<file path="src/shared/boot_strap_pkg.sv">
// Package with boot strap constants, mode encodings and timing counts
// Behaviour
// Boot mode is taken from the two strap pins when reset is released.
// Straps upper,lower: 00 parallel host, 01 fast serial, 10 SPI slave, 11 standalone.
// Built-in boot procedure runs after reset and finishes within 3 ms.
// Straps sampled only during boot, then released as ordinary pins; the code releases them only in the coprocessor modes.
// Coprocessor modes enable only the chosen interface and wait idle.
// Loading over coprocessor interface starts only after the 3 ms boot.
// External processor uses exactly one of the three interfaces.
// SPI slave path is kept at or below 2 Mb/s by the master.
// Fast serial path is kept at or below 2M baud by the processor.
// Standalone boot drives both strap pins as outputs to read the EEPROM.
// Standalone boot enables pins 28 and 27 as debug UART.
// Standalone boot uses pin 29 as ID: high peripheral, low host.
// Standalone boot sets the three other USB ports to peripheral.
// Standalone boot leaves every other pin as an input.
// Standalone internal processor loads firmware from EEPROM, or over USB.
// Clock-source strap sampled after reset; 12 MHz needed for normal use.
// Latched mode and clock selection hold until the next reset release; the code clears them to MODE_RESET and 0 while reset is asserted.
package boot_strap_pkg;
	localparam int unsigned CLK_HZ        = 200000000;
	localparam int unsigned BOOT_TIME_US  = 3000;
	localparam int unsigned BOOT_CYCLES   = (BOOT_TIME_US * (CLK_HZ / 1000000));
	localparam int unsigned GPIO_WIDTH    = 32;
	localparam int unsigned STRAP_HI_POS  = 31;
	localparam int unsigned STRAP_LO_POS  = 30;
	localparam int unsigned ID_POS        = 29;
	localparam int unsigned UART_A_POS    = 28;
	localparam int unsigned UART_B_POS    = 27;
	localparam logic [1:0]  MODE_PARALLEL = 2'h0;
	localparam logic [1:0]  MODE_SERIAL   = 2'h1;
	localparam logic [1:0]  MODE_SPI      = 2'h2;
	localparam logic [1:0]  MODE_ALONE    = 2'h3;
	localparam logic        CLK_SEL_12MHZ = 1'h1;
	localparam logic [1:0]  MODE_RESET    = 2'h0;
	typedef enum logic [3:0]
	{
		ST_IDLE = 4'h1,
		ST_BOOT = 4'h2,
		ST_COPROC = 4'h4,
		ST_ALONE = 4'h8
	} boot_state_t;
endpackage : boot_strap_pkg

</file>
<file path="src/rtl/boot_strap_mode_select.sv">
// Boot mode latch, boot window sequencing and post-boot pin setup
`timescale 1ns/1ps
module boot_strap_mode_select
	import boot_strap_pkg::*;
#(
	parameter int unsigned BOOT_COUNT = BOOT_CYCLES
)
(
	input  wire logic                  sys_clk,
	input  wire logic                  nrst,
	input  wire logic [GPIO_WIDTH-1:0] gpio_in,
	input  wire logic                  clock_source_strap,
	input  wire logic                  usb_load_req,
	input  wire logic                  eeprom_load_done,
	output logic      [1:0]            boot_mode,
	output logic                       clock_is_12mhz,
	output logic                       boot_busy,
	output logic                       boot_done,
	output logic                       parallel_host_port_en,
	output logic                       fast_serial_port_en,
	output logic                       spi_slave_en,
	output logic                       coproc_load_allowed,
	output logic                       standalone,
	output logic                       eeprom_load_en,
	output logic                       usb_load_en,
	output logic                       debug_uart_en,
	output logic                       first_dual_role_port_host,
	output logic                       other_ports_peripheral,
	output logic      [GPIO_WIDTH-1:0] gpio_oe,
	output logic      [GPIO_WIDTH-1:0] strap_pins_released
);
	boot_state_t state;
	boot_state_t next_state;
	logic [1:0]  next_boot_mode;
	logic        next_clock_is_12mhz;
	logic        next_fw_from_usb;
	logic        fw_from_usb;
	logic        first_cycle;
	logic        timer_done;
	logic        dual_role_id_input;

	// Boot window timing lives in its own counter
	boot_timer #(
		.CYCLES (BOOT_COUNT)
	) u_timer (
		.sys_clk (sys_clk),
		.nrst    (nrst),
		.start   (first_cycle),
		.done    (timer_done)
	);

	assign dual_role_id_input = gpio_in[ID_POS];
	assign first_cycle        = (state == ST_IDLE);

	// Straps are caught at the first clocked edge after release, not by reset itself
	always_comb
	begin
		next_state          = state;
		next_boot_mode      = boot_mode;
		next_clock_is_12mhz = clock_is_12mhz;
		next_fw_from_usb    = fw_from_usb;
		unique case (state)
			ST_IDLE:
			begin
				next_boot_mode      = {gpio_in[STRAP_HI_POS], gpio_in[STRAP_LO_POS]};
				next_clock_is_12mhz = (clock_source_strap == CLK_SEL_12MHZ);
				next_state          = ST_BOOT;
			end
			ST_BOOT:
			begin
				// Mode is frozen; strap pins are no longer looked at
				if (timer_done)
					next_state = (boot_mode == MODE_ALONE) ? ST_ALONE : ST_COPROC;
			end
			ST_COPROC:
				next_state = ST_COPROC;
			ST_ALONE:
			begin
				// USB loading may replace EEPROM loading until EEPROM finishes
				if (usb_load_req && !eeprom_load_done)
					next_fw_from_usb = 1'b1;
			end
			default:
				next_state = ST_IDLE;
		endcase
	end

	always_ff @(posedge sys_clk)
	begin
		if (!nrst)
		begin
			state          <= ST_IDLE;
			boot_mode      <= MODE_RESET;
			clock_is_12mhz <= 1'b0;
			fw_from_usb    <= 1'b0;
		end
		else
		begin
			state          <= next_state;
			boot_mode      <= next_boot_mode;
			clock_is_12mhz <= next_clock_is_12mhz;
			fw_from_usb    <= next_fw_from_usb;
		end
	end

	// Status follows the boot state; interface enables follow state and latched mode
	assign boot_busy   = (state == ST_IDLE) || (state == ST_BOOT);
	assign boot_done   = (state == ST_COPROC) || (state == ST_ALONE);
	assign standalone  = (state == ST_ALONE);
	assign parallel_host_port_en = (state == ST_COPROC) && (boot_mode == MODE_PARALLEL);
	assign fast_serial_port_en   = (state == ST_COPROC) && (boot_mode == MODE_SERIAL);
	assign spi_slave_en          = (state == ST_COPROC) && (boot_mode == MODE_SPI);
	assign coproc_load_allowed   = (state == ST_COPROC);

	// Standalone pin setup; all other pins stay inputs
	assign eeprom_load_en  = standalone && !fw_from_usb && !eeprom_load_done;
	assign usb_load_en     = standalone && fw_from_usb;
	assign debug_uart_en   = standalone;
	assign first_dual_role_port_host = standalone && !dual_role_id_input;
	assign other_ports_peripheral    = standalone;

	always_comb
	begin
		gpio_oe = {GPIO_WIDTH{1'b0}};
		if (standalone)
		begin
			gpio_oe[STRAP_HI_POS] = 1'b1;
			gpio_oe[STRAP_LO_POS] = 1'b1;
			gpio_oe[UART_A_POS]   = 1'b1;
		end
	end

	// Strap pins handed to the application once boot ends, except in standalone
	always_comb
	begin
		strap_pins_released = {GPIO_WIDTH{1'b0}};
		if (state == ST_COPROC)
		begin
			strap_pins_released[STRAP_HI_POS] = 1'b1;
			strap_pins_released[STRAP_LO_POS] = 1'b1;
		end
	end
endmodule : boot_strap_mode_select

</file>
<file path="src/rtl/boot_timer.sv">
// Down counter that flags the end of the boot procedure window
`timescale 1ns/1ps
module boot_timer
	import boot_strap_pkg::*;
#(
	parameter int unsigned CYCLES = BOOT_CYCLES
)
(
	input  wire logic sys_clk,
	input  wire logic nrst,
	input  wire logic start,
	output logic      done
);
	logic [31:0] count;
	logic [31:0] next_count;
	logic        next_done;

	// Reload on start, count to zero, then raise done for one cycle
	always_comb
	begin
		next_count = count;
		next_done  = 1'b0;
		if (start)
			next_count = 32'(CYCLES - 1);
		else if (count != 32'h0)
		begin
			next_count = count - 32'h1;
			next_done  = (count == 32'h1);
		end
	end

	always_ff @(posedge sys_clk)
	begin
		if (!nrst)
		begin
			count <= 32'h0;
			done  <= 1'b0;
		end
		else
		begin
			count <= next_count;
			done  <= next_done;
		end
	end
endmodule : boot_timer

</file>
<file path="config.mk">
export PLATFORM = sky130hd
export DESIGN_NAME = boot_strap_mode_select
export DESIGN_NICKNAME = d
export VERILOG_FILES = /design/src/shared/boot_strap_pkg.sv /design/src/rtl/boot_strap_mode_select.sv /design/src/rtl/boot_timer.sv
export SDC_FILE = /design/constraint.sdc
export NUM_CORES = 1
export LEC_CHECK = 0
export BUFFER_PORTS_ARGS = -buffer_cell sky130_fd_sc_hd__buf_2
export CORE_MARGIN = 10
export CORE_UTILIZATION = 43
export CTS_CLUSTER_SIZE = 10
export DETAILED_ROUTE_END_ITERATION = 7
export GPL_ROUTABILITY_DRIVEN = 0
export PLACE_DENSITY = 0.76
export SETUP_SLACK_MARGIN = 0.2
export SLEW_MARGIN = 0
export SYNTH_ARGS = -nofsm -noshare
export SYNTH_HDL_FRONTEND = slang
export SYNTH_SLANG_ARGS = --single-unit
</file>
<file path="constraint.sdc">
create_clock -name sys_clk -period 2.4 [get_ports sys_clk]
set_clock_uncertainty 0.1 [all_clocks]
set_input_delay 0.24 -clock sys_clk [delete_from_list [all_inputs] [get_ports sys_clk]]
set_output_delay 0.24 -clock sys_clk [all_outputs]
set_load 0.05 [all_outputs]
</file>
* Word-level counts from Yosys, hierarchy flattened
Index checks and enable logic that the tools add are counted.
W data, S select, Z words.
** Word-level totals
- Bits in registers :: 41
- Bits of input ports :: 37
- Output and inout port bits :: 79
- Logic and storage cells :: 48
** Operators by class
- Add/sub/neg operators :: 1
- Equality and inequality tests :: 9
- Multiplexer cells :: 8
- Bitwise operators :: 3
- Reduce and logical (&&, ||, !) cells :: 20
** Operators with widths (count)
- $mux W20 :: 2
- $eq A32 B1 Y1 const B :: 1
- $reduce_bool A32 Y1 :: 1
- $sub A32 B1 Y32 const B :: 1
- $pmux W4 S4 :: 1
- $logic_and A1 B1 Y1 :: 8
- $mux W4 :: 2
- $eq A2 B2 Y1 const B :: 2
- $eq A4 B1 Y1 const B :: 1
- $eq A4 B2 Y1 const B :: 1
- $eq A4 B3 Y1 const B :: 1
- $eq A4 B4 Y1 const B :: 1
- $mux W2 :: 2
- $reduce_and A2 Y1 :: 2
- $logic_not A1 Y1 :: 3
- $not A1 Y1 :: 3
- $reduce_or A3 Y1 :: 1
- $eq A2 B1 Y1 const B :: 1
- $logic_not A2 Y1 :: 1
- $logic_or A1 B1 Y1 :: 2
- $ne A2 B1 Y1 const B :: 1
- $reduce_bool A2 Y1 :: 1
- $reduce_or A2 Y1 :: 1
- $mux W1 :: 1

* Longest topological paths before layout
Gate-level depths: netlist (run 1).
- Depth after elaboration :: 4
- Depth in mapped cells :: 8
- Mapped depth without buffers :: 7

* By module
Synthesis (run 1) repeated with hierarchy kept, for this count alone.
** Second synthesis, totals
- Cell total of the unflattened synthesis :: 305
- Area total of the unflattened synthesis :: 2656.3 µm²
** Modules (own cells, without submodules)
- boot_timer :: times used 1, cells an instance 193, area each 1771.7 µm², seq. area each 660.6 µm²
- boot_strap_mode_select :: times used 1, cells an instance 112, area each 884.6 µm², seq. area each 160.2 µm²

* Least setup slack after synthesis (run 1)
No wires, ideal clock.
- Path kind :: register to output
- Start :: register state[0]
- End :: output port spi_slave_en
- Data arrival time :: 2.302 ns
- Slack :: -0.242 ns
- Stages on the path, launching flop included :: 4
- Path buffers :: 1
- Cells stage by stage :: dfxtp_1 -> or4b_2 -> clkbuf_1 -> nor3b_1
** Between the ends
- Longest elaborated chain between the ends :: 2
** Ends and longest elaborated chain
- start, declared :: line boot_strap_mode_select.sv:32 : boot_state_t state;
- start signal, assigned :: line boot_strap_mode_select.sv:99 : state <= next_state;
- $eq A4 B3 Y1 :: line boot_strap_mode_select.sv:112 : assign spi_slave_en = (state == ST_COPROC) && (boot_mode == MODE_SPI);
- $logic_and A1 B1 Y1 :: line boot_strap_mode_select.sv:112
- end, declared :: line boot_strap_mode_select.sv:21 : output logic spi_slave_en,
No other way between the ends.

* Final worst setup path (run 1)
- Start :: register u_timer.count[21]
- End :: register u_timer.count[8]
** Between the ends
- Longest elaborated chain between the ends :: 2
** Ends and longest elaborated chain
- start, declared :: line boot_timer.sv:14 : logic [31:0] count;
- start signal, assigned :: line boot_timer.sv:41 : count <= next_count;
- $reduce_bool A32 Y1 :: line boot_timer.sv:25 : else if (count != 32'h0)
- $reduce_bool A2 Y1 (no line)
No other way between the ends.
A chain may end at the register's enable or synchronous reset.

==> summary.md, run 1 <==
| Metric | Value |
|---|---|
| CTS tree | `built` |
| Post-synth top area share | `30.8%` |
| FF+latch count, synth | `41` |
| Critical Path, Cell by Cell | `or4_4 > or4_4 > nor3_4 > buf_12 > nor4_1 > o31a_1` |
| Setup CP Type | `reg2reg` |
| Final Hold Viols | `0` |
| Clock transition at path regs | `0.09 ns` |
| Reg area | `825 µm²` |
| WP depth | `6` |
| RSZ-0062 raised after global routing | `yes` |
| CP endpoint | `u_timer.count[8]$_SDFFE_PN0P_` |
| CTS Buf Count | `5` |
| Horiz. Die Dim | `98.7 µm` |
| Combinational Power Share | `41.1%` |
| Critical path arrival | `2.40 ns` |
| R2R Path End | `u_timer.count[8]$_SDFFE_PN0P_` |
| Row cnt | `28` |
| Minimum clock period | `2.31 ns` |
| Routed wire length | `6740 µm` |
| Detail Placement HPWL | `4810 µm` |
| Post-place instance area | `0.00276 mm²` |
| Hold WC Path Type | `in2reg` |
| Final setup fails | `0` |
| CP startpoint | `u_timer.count[21]$_SDFFE_PP0P_` |
| Clock power frac | `23.8%` |
| P&R area growth vs syn | `17.6%` |
| Area of the multi-input gates | `0.00166 mm²` |
| Initial drt markers | `90` |
| Count of input and output buffers | `27` |
| Synthesized instance count | `325` |
| Max cap viols | `0` |
| Clock Tree Root | `clkbuf_8` |
| Crit start category | `flop` |
| DR WL/cell | `15.1 µm` |
| R2R Setup Slk | `0.09 ns` |
| Largest net degree at the start of global routing | `16` |
| Leak pwr | `1.34 nW` |
| Critical Path Max Stage Delay | `0.54 ns` |
| IO Count | `116` |
| Tcrit/Tclk final | `96.2%` |
| Initial antenna violation count | `0` |
| Die area | `0.00975 mm²` |
| Ys Warns | `0` |
| Filler cells | `545` |
| Total number of vias | `2298` |
| Most frequent CP cell | `or4_4` |
| Total GRT Usage | `12.5%` |
| Switching Share | `41.7%` |
| Min-delay src | `usb_load_req` |
| Worst Path Max Fanout | `6` |
| Sequential cell area fraction in the yosys report | `30.8%` |
| GR Overflow Total | `0` |
| Reg power frac | `35.2%` |
| DRT Pass-1 Iters | `4` |
| Cell family with most CP delay | `simple AND/OR/NAND/NOR gates` |
| Vias in the first global route | `2181` |
| Initial Util | `44.7%` |
| WP buf/inv | `1` |
| Max-slew violations | `0` |
| R2R depth | `6` |
| H-tree depth | `2` |
| Clock Path Buffers | `2` |
| Clk_lat worst skew | `0.30 ns` |
| Pint | `0.00142 W` |
| Vias per inst | `5.15` |
| Core Area | `0.00596 mm²` |
| Mapped Avg Cell Area | `8.20 µm²` |
| CP required | `2.49 ns` |
| Final antenna diode count | `0` |
| First-pass GRT wire length | `10400 µm` |
| Outcome | `complete, no violations` |
| Setup_tns | `0 ns` |
| Peak Freq | `0.433 GHz` |
| Layout cell share with drive strength beyond 1 | `28.8%` |
| Drt drc | `0` |
| Worst r2r src | `u_timer.count[21]$_SDFFE_PP0P_` |
| Critical Path Sink Type | `flop` |
| CTS Sinks | `41` |
| Power Dens Cells | `779 mW/mm²` |
| Max VDD drop | `0.451 mV` |
| Antenna Nets Post-Route | `0` |
| Top post-synthesis cells by area | `dfxtp_1 (31%), buf_4 (19%), or3_1 (4.7%)` |
| NetSw | `0.00102 W` |
| Die H | `98.7 µm` |
| Fin nets | `410` |
| Post-synth top area cell | `dfxtp_1` |
| Slowest CP cell | `or4_4` |
| Final Instance Area | `0.00313 mm²` |
| Post-synth design cell area | `0.00267 mm²` |
| Netlist cell types | `48` |
## flip-flops by register name, summed over array words and instances, names as in the netlist
register / flops
clock_is_12mhz: 1
u_timer.count: 32
u_timer.done: 1
boot_mode: 2
fw_from_usb: 1
state: 4
## metrics by stage
stage | utilization [%] | total power [W] | instances | worst slack [ns] | hold WS, ns
after floorplan | - | 0.00160 | 383 | 0.0269 | 0.276
after global placement | 46.3 | 0.00173 | 430 | 0.0446 | 0.344
after detailed placement | 46.3 | 0.00176 | 430 | 0.0162 | 0.350
after CTS | 50.5 | 0.00237 | 443 | 0.121 | 0.0752
after global routing | 52.6 | 0.00256 | 446 | 0.0325 | 0.0762
final | 52.6 | 0.00244 | 446 | 0.0905 | 0.0795
## layer usage
| layer | wire, µm | track usage, % | up-vias |
|---|---|---|---|
| li1 | - | - | 1139 |
| met1 | 2760 | 14.2 | 1098 |
| met2 | 3430 | 21.0 | 55 |
| met3 | 504 | 4.96 | 6 |
| met4 | 51 | 3.86 | 0 |
| met5 | 0 | 0 | - |
## placed cells by master (no fill, tap or decap), types with 4 or more instances in the layout
master,n
inv_1,5
or3_1,18
nor3_1,8
buf_2,25
o31a_1,5
a21oi_1,14
xor2_1,5
nand2_1,26
nor4_1,6
nand4_1,5
buf_4,26
a31oi_1,8
dfxtp_1,38
conb_1,59
nor2_1,20
or4_4,4
mux2i_1,6
clkbuf_8,6
o21ai_0,12
## tightest hold or removal path, delay by kind of cell
kind	cells	cell delay, ns
buffers and inverters	1	0.07
AO/OA/AOI/OAI	1	0.05
AND/OR/NAND/NOR	1	0.08
## synthesized netlist by cell type, drive strengths merged
master / n
buf: 70
dfxtp: 41
nand2: 26
or3: 22
nor2: 20
a21oi: 15
o21ai: 15
nor3: 11
nor4: 11
a31oi: 8
clkbuf: 7
mux2i: 6
or4: 6
inv: 5
nand4: 5
o31a: 5
xor2: 5
nor3b: 4
or2: 4
a21boi: 3
ha: 3
nand3: 3
nand3b: 3
o31ai: 3
a31o: 2
and2: 2
and3: 2
nor4b: 2
o2111ai: 2
o21a: 2
or4b: 2
xnor2: 2
a2111o: 1
a211oi: 1
a41o: 1
and4: 1
conb: 1
o2111a: 1
o211ai: 1
o41ai: 1
## how the worst min path moves through the flow
stage	endpoint	cells past startpoint
6_report	fw_from_usb$_SDFFE_PN0P_	3
3_3_place_gp	clock_is_12mhz$_SDFFE_PN0P_	2
5_1_grt	clock_is_12mhz$_SDFFE_PN0P_	3
3_5_place_dp	clock_is_12mhz$_SDFFE_PN0P_	2
4_1_cts	clock_is_12mhz$_SDFFE_PN0P_	3
2_1_floorplan	clock_is_12mhz$_SDFFE_PN0P_	2
## cell type report
cell class / count / area share (%)
Clock buffer: 7 / 2.76
Inverter: 5 / 0.599
Sequential cell: 41 / 26.3
Timing Repair Buffer: 57 / 13.3
Clock inverter: 1 / 0.958
Tap cell: 75 / 3.00
Multi-Input combinational cell: 260 / 53.0
## power by group through the flow
| stage | clock network (W) | registers (W) | logic (W) |
|---|---|---|---|
| 2_1_floorplan | 0 | 0.000866 | 0.000733 |
| 3_3_place_gp | 0 | 0.000851 | 0.000880 |
| 3_5_place_dp | 0 | 0.000858 | 0.000899 |
| 4_1_cts | 0.000584 | 0.000847 | 0.000936 |
| 5_1_grt | 0.000615 | 0.000872 | 0.00107 |
| 6_report | 0.000580 | 0.000858 | 0.00100 |
## timing repair
item,in CTS,in global routing
hold buffers,0,0
resized for setup,17,18
pin swaps,13,5
setup endpoints to repair,27,32
gates cloned,1,0
setup buffers,4,3
## cells by family (layout without fill, tap and decap cells)
kind of cell    after synthesis  count (layout)  share of synthesized area, %
compound gates               61              61                          15.2
xor+xnor                      7               7                          2.30
fa+ha+maj                     3               3                          1.41
buf+inv                      82              70                          21.7
flops                        41              41                          30.8
mux                           6               6                          2.25
other cells                   1              59                         0.141
simple gates                124             124                          26.2
Note: power is estimated with default switching activity, not from simulation.
==> run 2: changes to the inputs <==
--- a/config.mk
+++ b/config.mk
@@ -7,11 +7,11 @@
 export LEC_CHECK = 0
 export BUFFER_PORTS_ARGS = -buffer_cell sky130_fd_sc_hd__buf_2
 export CORE_MARGIN = 10
-export CORE_UTILIZATION = 43
+export CORE_UTILIZATION = 39
 export CTS_CLUSTER_SIZE = 10
 export DETAILED_ROUTE_END_ITERATION = 7
 export GPL_ROUTABILITY_DRIVEN = 0
-export PLACE_DENSITY = 0.76
+export PLACE_DENSITY = 0.7
 export SETUP_SLACK_MARGIN = 0.2
 export SLEW_MARGIN = 0
 export SYNTH_ARGS = -nofsm -noshare
==> summary.md, run 2 (synthesized netlist as in run 1, its figures left out) <==
| Metric | Value |
|---|---|
| Outcome | `complete, no violations` |
| Core Area | `0.00672 mm² (+13%)` |
| CTS Buf Count | `5 (unchanged)` |
| Largest net degree at the start of global routing | `16 (unchanged)` |
| Max-slew violations | `0 (unchanged)` |
| Clk_lat worst skew | `0.29 ns (about the same)` |
| Pint | `0.00128 W (-9.7%)` |
| Antenna Nets Post-Route | `0 (unchanged)` |
| Biggest regs | `u_timer.count (32), state (4), boot_mode (2)` |
| Die H | `103 µm (+4.0%)` |
| Initial drt markers | `93 (+3.3%)` |
| Filler cells | `662 (+21%)` |
| Critical path arrival | `2.39 ns (about the same)` |
| Initial antenna violation count | `0 (unchanged)` |
| P&R area growth vs syn | `16.9%` |
| Drt drc | `0 (unchanged)` |
| Reg area | `823 µm² (-0.15%)` |
| Most frequent cells in the layout | `conb_1 (59), dfxtp_1 (39), buf_4 (28)` |
| Routed wire length | `6550 µm (-2.8%)` |
| Horiz. Die Dim | `103 µm (+4.0%)` |
| DR WL/cell | `14.4 µm (-4.5%)` |
| H-tree depth | `2 (unchanged)` |
| First-pass GRT wire length | `9960 µm (-4.4%)` |
| Power Dens Cells | `736 mW/mm² (-5.5%)` |
| Initial Util | `39.7% (-5.1 points)` |
| Max reg flops | `32 (unchanged)` |
| Commonest non-fill, non-tap cell in the layout | `conb_1` |
| Final Instance Area | `0.00311 mm² (-0.60%)` |
| Reg power frac | `37.2% (+2.0 points)` |
| Vias per inst | `5.01 (-2.7%)` |
| Biggest register | `u_timer.count` |
| Min-delay src | `usb_load_req` |
| Total number of vias | `2276 (-0.96%)` |
| Clock Tree Root | `clkbuf_8` |
| Max cap viols | `0 (unchanged)` |
| Critical Path Max Stage Delay | `0.54 ns (about the same)` |
| Hold Crit Endpoint | `fw_from_usb$_SDFFE_PN0P_` |
| Critical Path, Cell by Cell | `or4_4 > or4_4 > or3_4 > mux2i_1 > o21a_1` |
| Die area | `0.0105 mm² (+8.1%)` |
| Total Power | `0.00229 W (-6.1%)` |
| Crit start category | `flop` |
| Cell family with most CP delay | `simple AND/OR/NAND/NOR gates` |
| Clock transition at path regs | `0.07 ns (-0.02 ns)` |
| Dpl ws | `0.0230 ns (+0.00673 ns)` |
| Slowest CP cell | `or4_4` |
| Max VDD drop | `0.215 mV (-52%)` |
| Hold path cells | `3 (unchanged)` |
| WP buf/inv | `0 (-1)` |
| RSZ-0062 raised after global routing | `yes` |
| Setup_tns | `0 ns (unchanged)` |
| Count of input and output buffers | `27 (unchanged)` |
| Minimum clock period | `2.30 ns (-0.00514 ns)` |
| CP required | `2.49 ns (about the same)` |
| R2R Setup Slk | `0.1 ns (about the same)` |
| Worst r2r src | `u_timer.count[21]$_SDFFE_PP0P_` |
| R2R Path End | `u_timer.count[1]$_SDFFE_PN0P_` |
| Most frequent CP cell | `or4_4` |
| Combinational Power Share | `43.7% (+2.6 points)` |
| CTS tree | `built` |
| Detail Placement HPWL | `4580 µm (-4.8%)` |
| Worst setup margin | `0.0956 ns (+0.00514 ns)` |
| DRT Pass-1 Iters | `4 (unchanged)` |
| Tcrit/Tclk final | `96.0% (-0.21 points)` |
| R2R depth | `5 (-1)` |
| Leak pwr | `1.33 nW (-0.79%)` |
| Setup CP Type | `reg2reg` |
| GR Overflow Total | `0 (unchanged)` |
| IO Count | `116 (unchanged)` |
| Post-place instance area | `0.00278 mm² (+0.77%)` |
| Peak Freq | `0.434 GHz (+0.22%)` |
| Vias in the first global route | `2148 (-1.5%)` |
| Final setup fails | `0 (unchanged)` |
| Worst Path Max Fanout | `5 (-1)` |
| Final antenna diode count | `0 (unchanged)` |
| Final Hold Viols | `0 (unchanged)` |
| Switching Share | `44.0% (+2.3 points)` |
| Layout cell share with drive strength beyond 1 | `28.1% (-0.77 points)` |
| Clock power frac | `19.1% (-4.7 points)` |
| Row cnt | `30 (+7.1%)` |
| CTS Sinks | `41 (unchanged)` |
| Area of the multi-input gates | `0.00167 mm² (+0.45%)` |
| NetSw | `0.00101 W (-0.93%)` |
| Fin nets | `413 (+0.73%)` |
| Clock Path Buffers | `2 (unchanged)` |
| Hold WC Path Type | `in2reg` |
| Total GRT Usage | `11.5% (-0.95 points)` |
| Hold Buf Count CTS | `0 (unchanged)` |
| Critical Path Sink Type | `flop` |
run 2: cell types whose count changed in the layout (fill, tap and decap cells not counted), moves of 2 or more:
cell	previous run	this run
buf_4	26	28
buf_6	2	4
clkbuf_1	1	3
nor4_1	6	4
nor4_4	3	5
or4_1	2	4
or4_4	4	2
run 2: layer usage:
| layer | global-route usage (%) | up-vias | share of wire (%) |
|---|---|---|---|
| met2 | 20.1 | 68 | 50 |
| met5 | 0 | - | 0 |
| met4 | 3.58 | 0 | 0.70 |
| met1 | 13.3 | 1068 | 41 |
| li1 | - | 1136 | - |
| met3 | 3.22 | 4 | 8.3 |
run 2: power by group through the flow:
stage	Sequential [W]	Clock, W	Combinational (W)
final	0.000853	0.000439	0.00100
after global routing	0.000867	0.000476	0.00109
after CTS	0.000843	0.000456	0.000941
after detailed placement	0.000854	0	0.000902
after global placement	0.000852	0	0.000891
after floorplan	0.000866	0	0.000733
run 2: area by class of cell:
type                            instances  share of cell area (%)
Inverter                                5                   0.603
Clock buffer                            8                    2.57
Sequential cell                        41                    26.4
Timing Repair Buffer                   60                    13.6
Tap cell                               80                    3.21
Multi-Input combinational cell        260                    53.6
run 2: tightest hold or removal path, cell delays in order:
cell	delay (ns)
buf_2	0.08
a21oi_1	0.05
nor2_1	0.07
run 2: through the flow:
step | std cells | utilization (%) | hold slack (ns)
after CTS | 454 | 44.5 | 0.0764
final | 454 | 46.4 | 0.0835
after floorplan | 383 | - | 0.276
after global routing | 454 | 46.4 | 0.104
after global placement | 437 | 41.4 | 0.340
after detailed placement | 437 | 41.4 | 0.346
run 2: worst max path at each step:
stage / from / end / slack (ns) / depth (start not counted)
after floorplan: u_timer.count[18]$_SDFFE_PP0P_ / u_timer.count[1]$_SDFFE_PN0P_ / 0.03 / 7
after global placement: u_timer.count[21]$_SDFFE_PP0P_ / u_timer.count[8]$_SDFFE_PN0P_ / 0.04 / 6
after detailed placement: u_timer.count[21]$_SDFFE_PP0P_ / u_timer.count[8]$_SDFFE_PN0P_ / 0.02 / 6
after CTS: u_timer.count[21]$_SDFFE_PP0P_ / u_timer.count[1]$_SDFFE_PN0P_ / 0.13 / 5
after global routing: u_timer.count[21]$_SDFFE_PP0P_ / u_timer.count[1]$_SDFFE_PN0P_ / 0.04 / 5
final: u_timer.count[21]$_SDFFE_PP0P_ / u_timer.count[1]$_SDFFE_PN0P_ / 0.1 / 5
run 2: timing repair:
item	in CTS	in global routing
endpoints found under the setup margin	34	32
pin swaps	4	9
gates resized for setup	14	23
buffers inserted	9	0
==> run 3: changes to the inputs <==
--- a/config.mk
+++ b/config.mk
@@ -5,13 +5,14 @@
 export SDC_FILE = /design/constraint.sdc
 export NUM_CORES = 1
 export LEC_CHECK = 0
+export ABC_AREA = 1
 export BUFFER_PORTS_ARGS = -buffer_cell sky130_fd_sc_hd__buf_2
 export CORE_MARGIN = 10
 export CORE_UTILIZATION = 39
 export CTS_CLUSTER_SIZE = 10
 export DETAILED_ROUTE_END_ITERATION = 7
 export GPL_ROUTABILITY_DRIVEN = 0
-export PLACE_DENSITY = 0.7
+export PLACE_DENSITY = 0.69
 export SETUP_SLACK_MARGIN = 0.2
 export SLEW_MARGIN = 0
 export SYNTH_ARGS = -nofsm -noshare
==> summary.md, run 3 <==
| Metric | Value |
|---|---|
| Outcome | `complete, no violations` |
| Clock Tree Root | `clkbuf_8` |
| Total number of vias | `2594 (+14%)` |
| Mapped Avg Cell Area | `6.40 µm² (-22%)` |
| Drt drc | `0 (unchanged)` |
| Most frequent cells in the layout | `nand2_1 (104), nor2_1 (79), conb_1 (59)` |
| Synthesized instance count | `462 (+42%)` |
| Peak Freq | `0.509 GHz (+17%)` |
| Row cnt | `31 (+3.3%)` |
| PostCTS Resize Cnt | `0 (-14)` |
| Core Area | `0.00733 mm² (+9.1%)` |
| Detail Placement HPWL | `5280 µm (+15%)` |
| Netlist cell types | `29 (-40%)` |
| Post-synth design cell area | `0.00296 mm² (+11%)` |
| Count of input and output buffers | `27 (unchanged)` |
| RSZ-0062 raised after global routing | `no` |
| GR Overflow Total | `0 (unchanged)` |
| Critical Path, Cell by Cell | `inv_1 > nand2_1 > nor3_4 > inv_2 > nand2_1 > buf_2` |
| Min Hold Slack | `0.0658 ns (-0.0177 ns)` |
| Largest family of logic cells by synthesized area | `simple AND/OR/NAND/NOR gates` |
| Top Layer Used | `met4` |
| Final Hold Viols | `0 (unchanged)` |
| Post-Synth XOR/XNOR Area | `1.18% (-1.1 points)` |
| Tcrit/Tclk final | `81.9% (-14 points)` |
| Max cap viols | `0 (unchanged)` |
| Total Power | `0.00225 W (-1.7%)` |
| Post-synthesis mux area share | `0% (-2.3 points)` |
| Post-synth top area share | `27.7% (-3.0 points)` |
| DR WL/cell | `11.5 µm (-20%)` |
| Most frequent cell after synthesis | `nand2_1` |
| Compound-gate portion of the synthesized area | `5.84% (-9.4 points)` |
| Max reg flops | `32 (unchanged)` |
| Vias in the first global route | `2628 (+22%)` |
| WL met2 | `3110 µm (-5.5%)` |
| Minimum clock period | `1.97 ns (-0.338 ns)` |
| Vias per inst | `4.45 (-11%)` |
| Routed wl met3 | `454 µm (-17%)` |
| Crit start category | `flop` |
| Post-CTS setup buffers | `0 (-9)` |
| Initial Util | `40.3% (+0.68 points)` |
| Wire length on met1 | `3100 µm (+16%)` |
| Total GRT Usage | `11.5% (-0.027 points)` |
| Hold Buf Count CTS | `0 (unchanged)` |
| Critical Path Sink Type | `output port` |
| First-pass GRT wire length | `11300 µm (+14%)` |
| FF+latch count, synth | `41 (unchanged)` |
| Hold WC Path Type | `in2reg` |
| IO Count | `116 (unchanged)` |
| Max VDD drop | `0.366 mV (+70%)` |
| Final antenna diode count | `0 (unchanged)` |
| Synth cell count leaders | `nand2_1 (104), nor2_1 (79), buf_4 (66)` |
| Top_reg_cell synth | `dfxtp_1` |
| Largest net degree at the start of global routing | `33 (+17)` |
| Initial drt markers | `135 (+45%)` |
| Async set-reset flop share out of synthesis | `0% (unchanged)` |
| Biggest register | `u_timer.count` |
| Power Dens Cells | `750 mW/mm² (+1.8%)` |
| CTS Buf Count | `5 (unchanged)` |
| Sequential cell area fraction in the yosys report | `27.7% (-3.0 points)` |
| Adder-Cell Fraction of Synth Area | `1.27% (-0.14 points)` |
| Clock transition at path regs | `0.09 ns (+0.02 ns)` |
| CTS Sinks | `41 (unchanged)` |
| Critical Path Max Stage Delay | `0.32 ns (-0.22 ns)` |
| Max-slew violations | `0 (unchanged)` |
| Top post-synthesis cells by area | `dfxtp_1 (28%), buf_4 (17%), nand2_1 (13%)` |
| Critical path arrival | `1.63 ns (-0.76 ns)` |
| DRT Pass-1 Iters | `4 (unchanged)` |
| Clk_lat worst skew | `0.30 ns (about the same)` |
| Post-synth top area cell | `dfxtp_1` |
| Layout cell share with drive strength beyond 1 | `15.5% (-13 points)` |
| Setup_tns | `0 ns (unchanged)` |
| Die H | `107 µm (+4.3%)` |
| Final setup fails | `0 (unchanged)` |
| Slowest CP cell | `dfxtp_1` |
| WP buf/inv | `3 (+3)` |
| H-tree depth | `2 (unchanged)` |
| CTS tree | `built` |
| Leak pwr | `1.53 nW (+15%)` |
| Cell family with most CP delay | `buffers and inverters` |
| Ys Warns | `0 (unchanged)` |
| Fin nets | `523 (+27%)` |
| Setup CP Type | `reg2out` |
| Initial antenna violation count | `0 (unchanged)` |
| Die area | `0.0115 mm² (+8.8%)` |
| Simple-gate share of the synthesized area | `39.8% (+14 points)` |
| Routed wire length | `6730 µm (+2.7%)` |
| Horiz. Die Dim | `107 µm (+4.3%)` |
| Most frequent CP cell | `nand2_1` |
| Antenna Nets Post-Route | `0 (unchanged)` |
| Commonest non-fill, non-tap cell in the layout | `nand2_1` |
| Post-synth EDFFs | `0 (unchanged)` |
| Clock Path Buffers | `2 (unchanged)` |
| Worst Path Max Fanout | `19 (+14)` |
| Biggest regs | `u_timer.count (32), state (4), boot_mode (2)` |
| CP required | `2.06 ns (-0.43 ns)` |
| P&R area growth vs syn | `1.65%` |
-- run 3: final cells by class --
type	count	area, µm²
Clock buffer	5	68.8
Multi-Input combinational cell	360	1650
Clock inverter	3	22.5
Tap cell	99	124
Fill cell	785	4320
Inverter	46	173
Sequential cell	41	821
Timing Repair Buffer	29	150
-- run 3: report_power, final --
part | internal [W] | leakage (nW) | switching, W
sequential | 0.000753 | 0.336 | 0.0000814
clock | 0.000207 | 0.0481 | 0.000265
combinational | 0.000220 | 1.14 | 0.000727
-- run 3: worst min-delay path, cell delays in order --
cell and delay, ns:
buf_2 0.07, nor2_1 0.03, nor2_1 0.09
-- run 3: cells by family after synthesis --
family	after synthesis
AO/OA/AOI/OAI	34
AND/OR/NAND/NOR	260
buffers and inverters	119
XOR/XNOR	4
adder cells (fa/ha/maj)	3
flip-flops	41
other	1
-- run 3: worst paths after layout --
| kind | from | end | slack [ns] | cells past startpoint |
|---|---|---|---|---|
| setup / recovery | state[3]$_SDFFE_PN0P_ | boot_busy | 0.43 | 6 |
| setup reg to reg | u_timer.count[0]$_SDFFE_PN0P_ | u_timer.count[30]$_SDFFE_PP0P_ | 0.63 | 9 |
| hold / removal | gpio_in[30] | boot_mode[0]$_SDFFE_PN0P_ | 0.07 | 3 |
| hold reg to reg | fw_from_usb$_SDFFE_PN0P_ | fw_from_usb$_SDFFE_PN0P_ | 0.38 | 2 |
-- run 3: through the flow --
stage	instances	cell area, µm²	util (%)	setup slack, ns
floorplan	520	3180	-	0.351
global placement	575	2920	39.8	0.711
detailed placement	575	2920	39.8	0.647
CTS	583	3010	41.0	0.407
global route	583	3010	41.0	0.286
finish	583	3010	41.0	0.434
-- run 3: routing by layer --
layer | track usage, % | vias up
met4 | 2.71 | 0
met3 | 3.47 | 10
met1 | 13.5 | 1166
met5 | 0 | -
li1 | - | 1348
met2 | 20.0 | 70
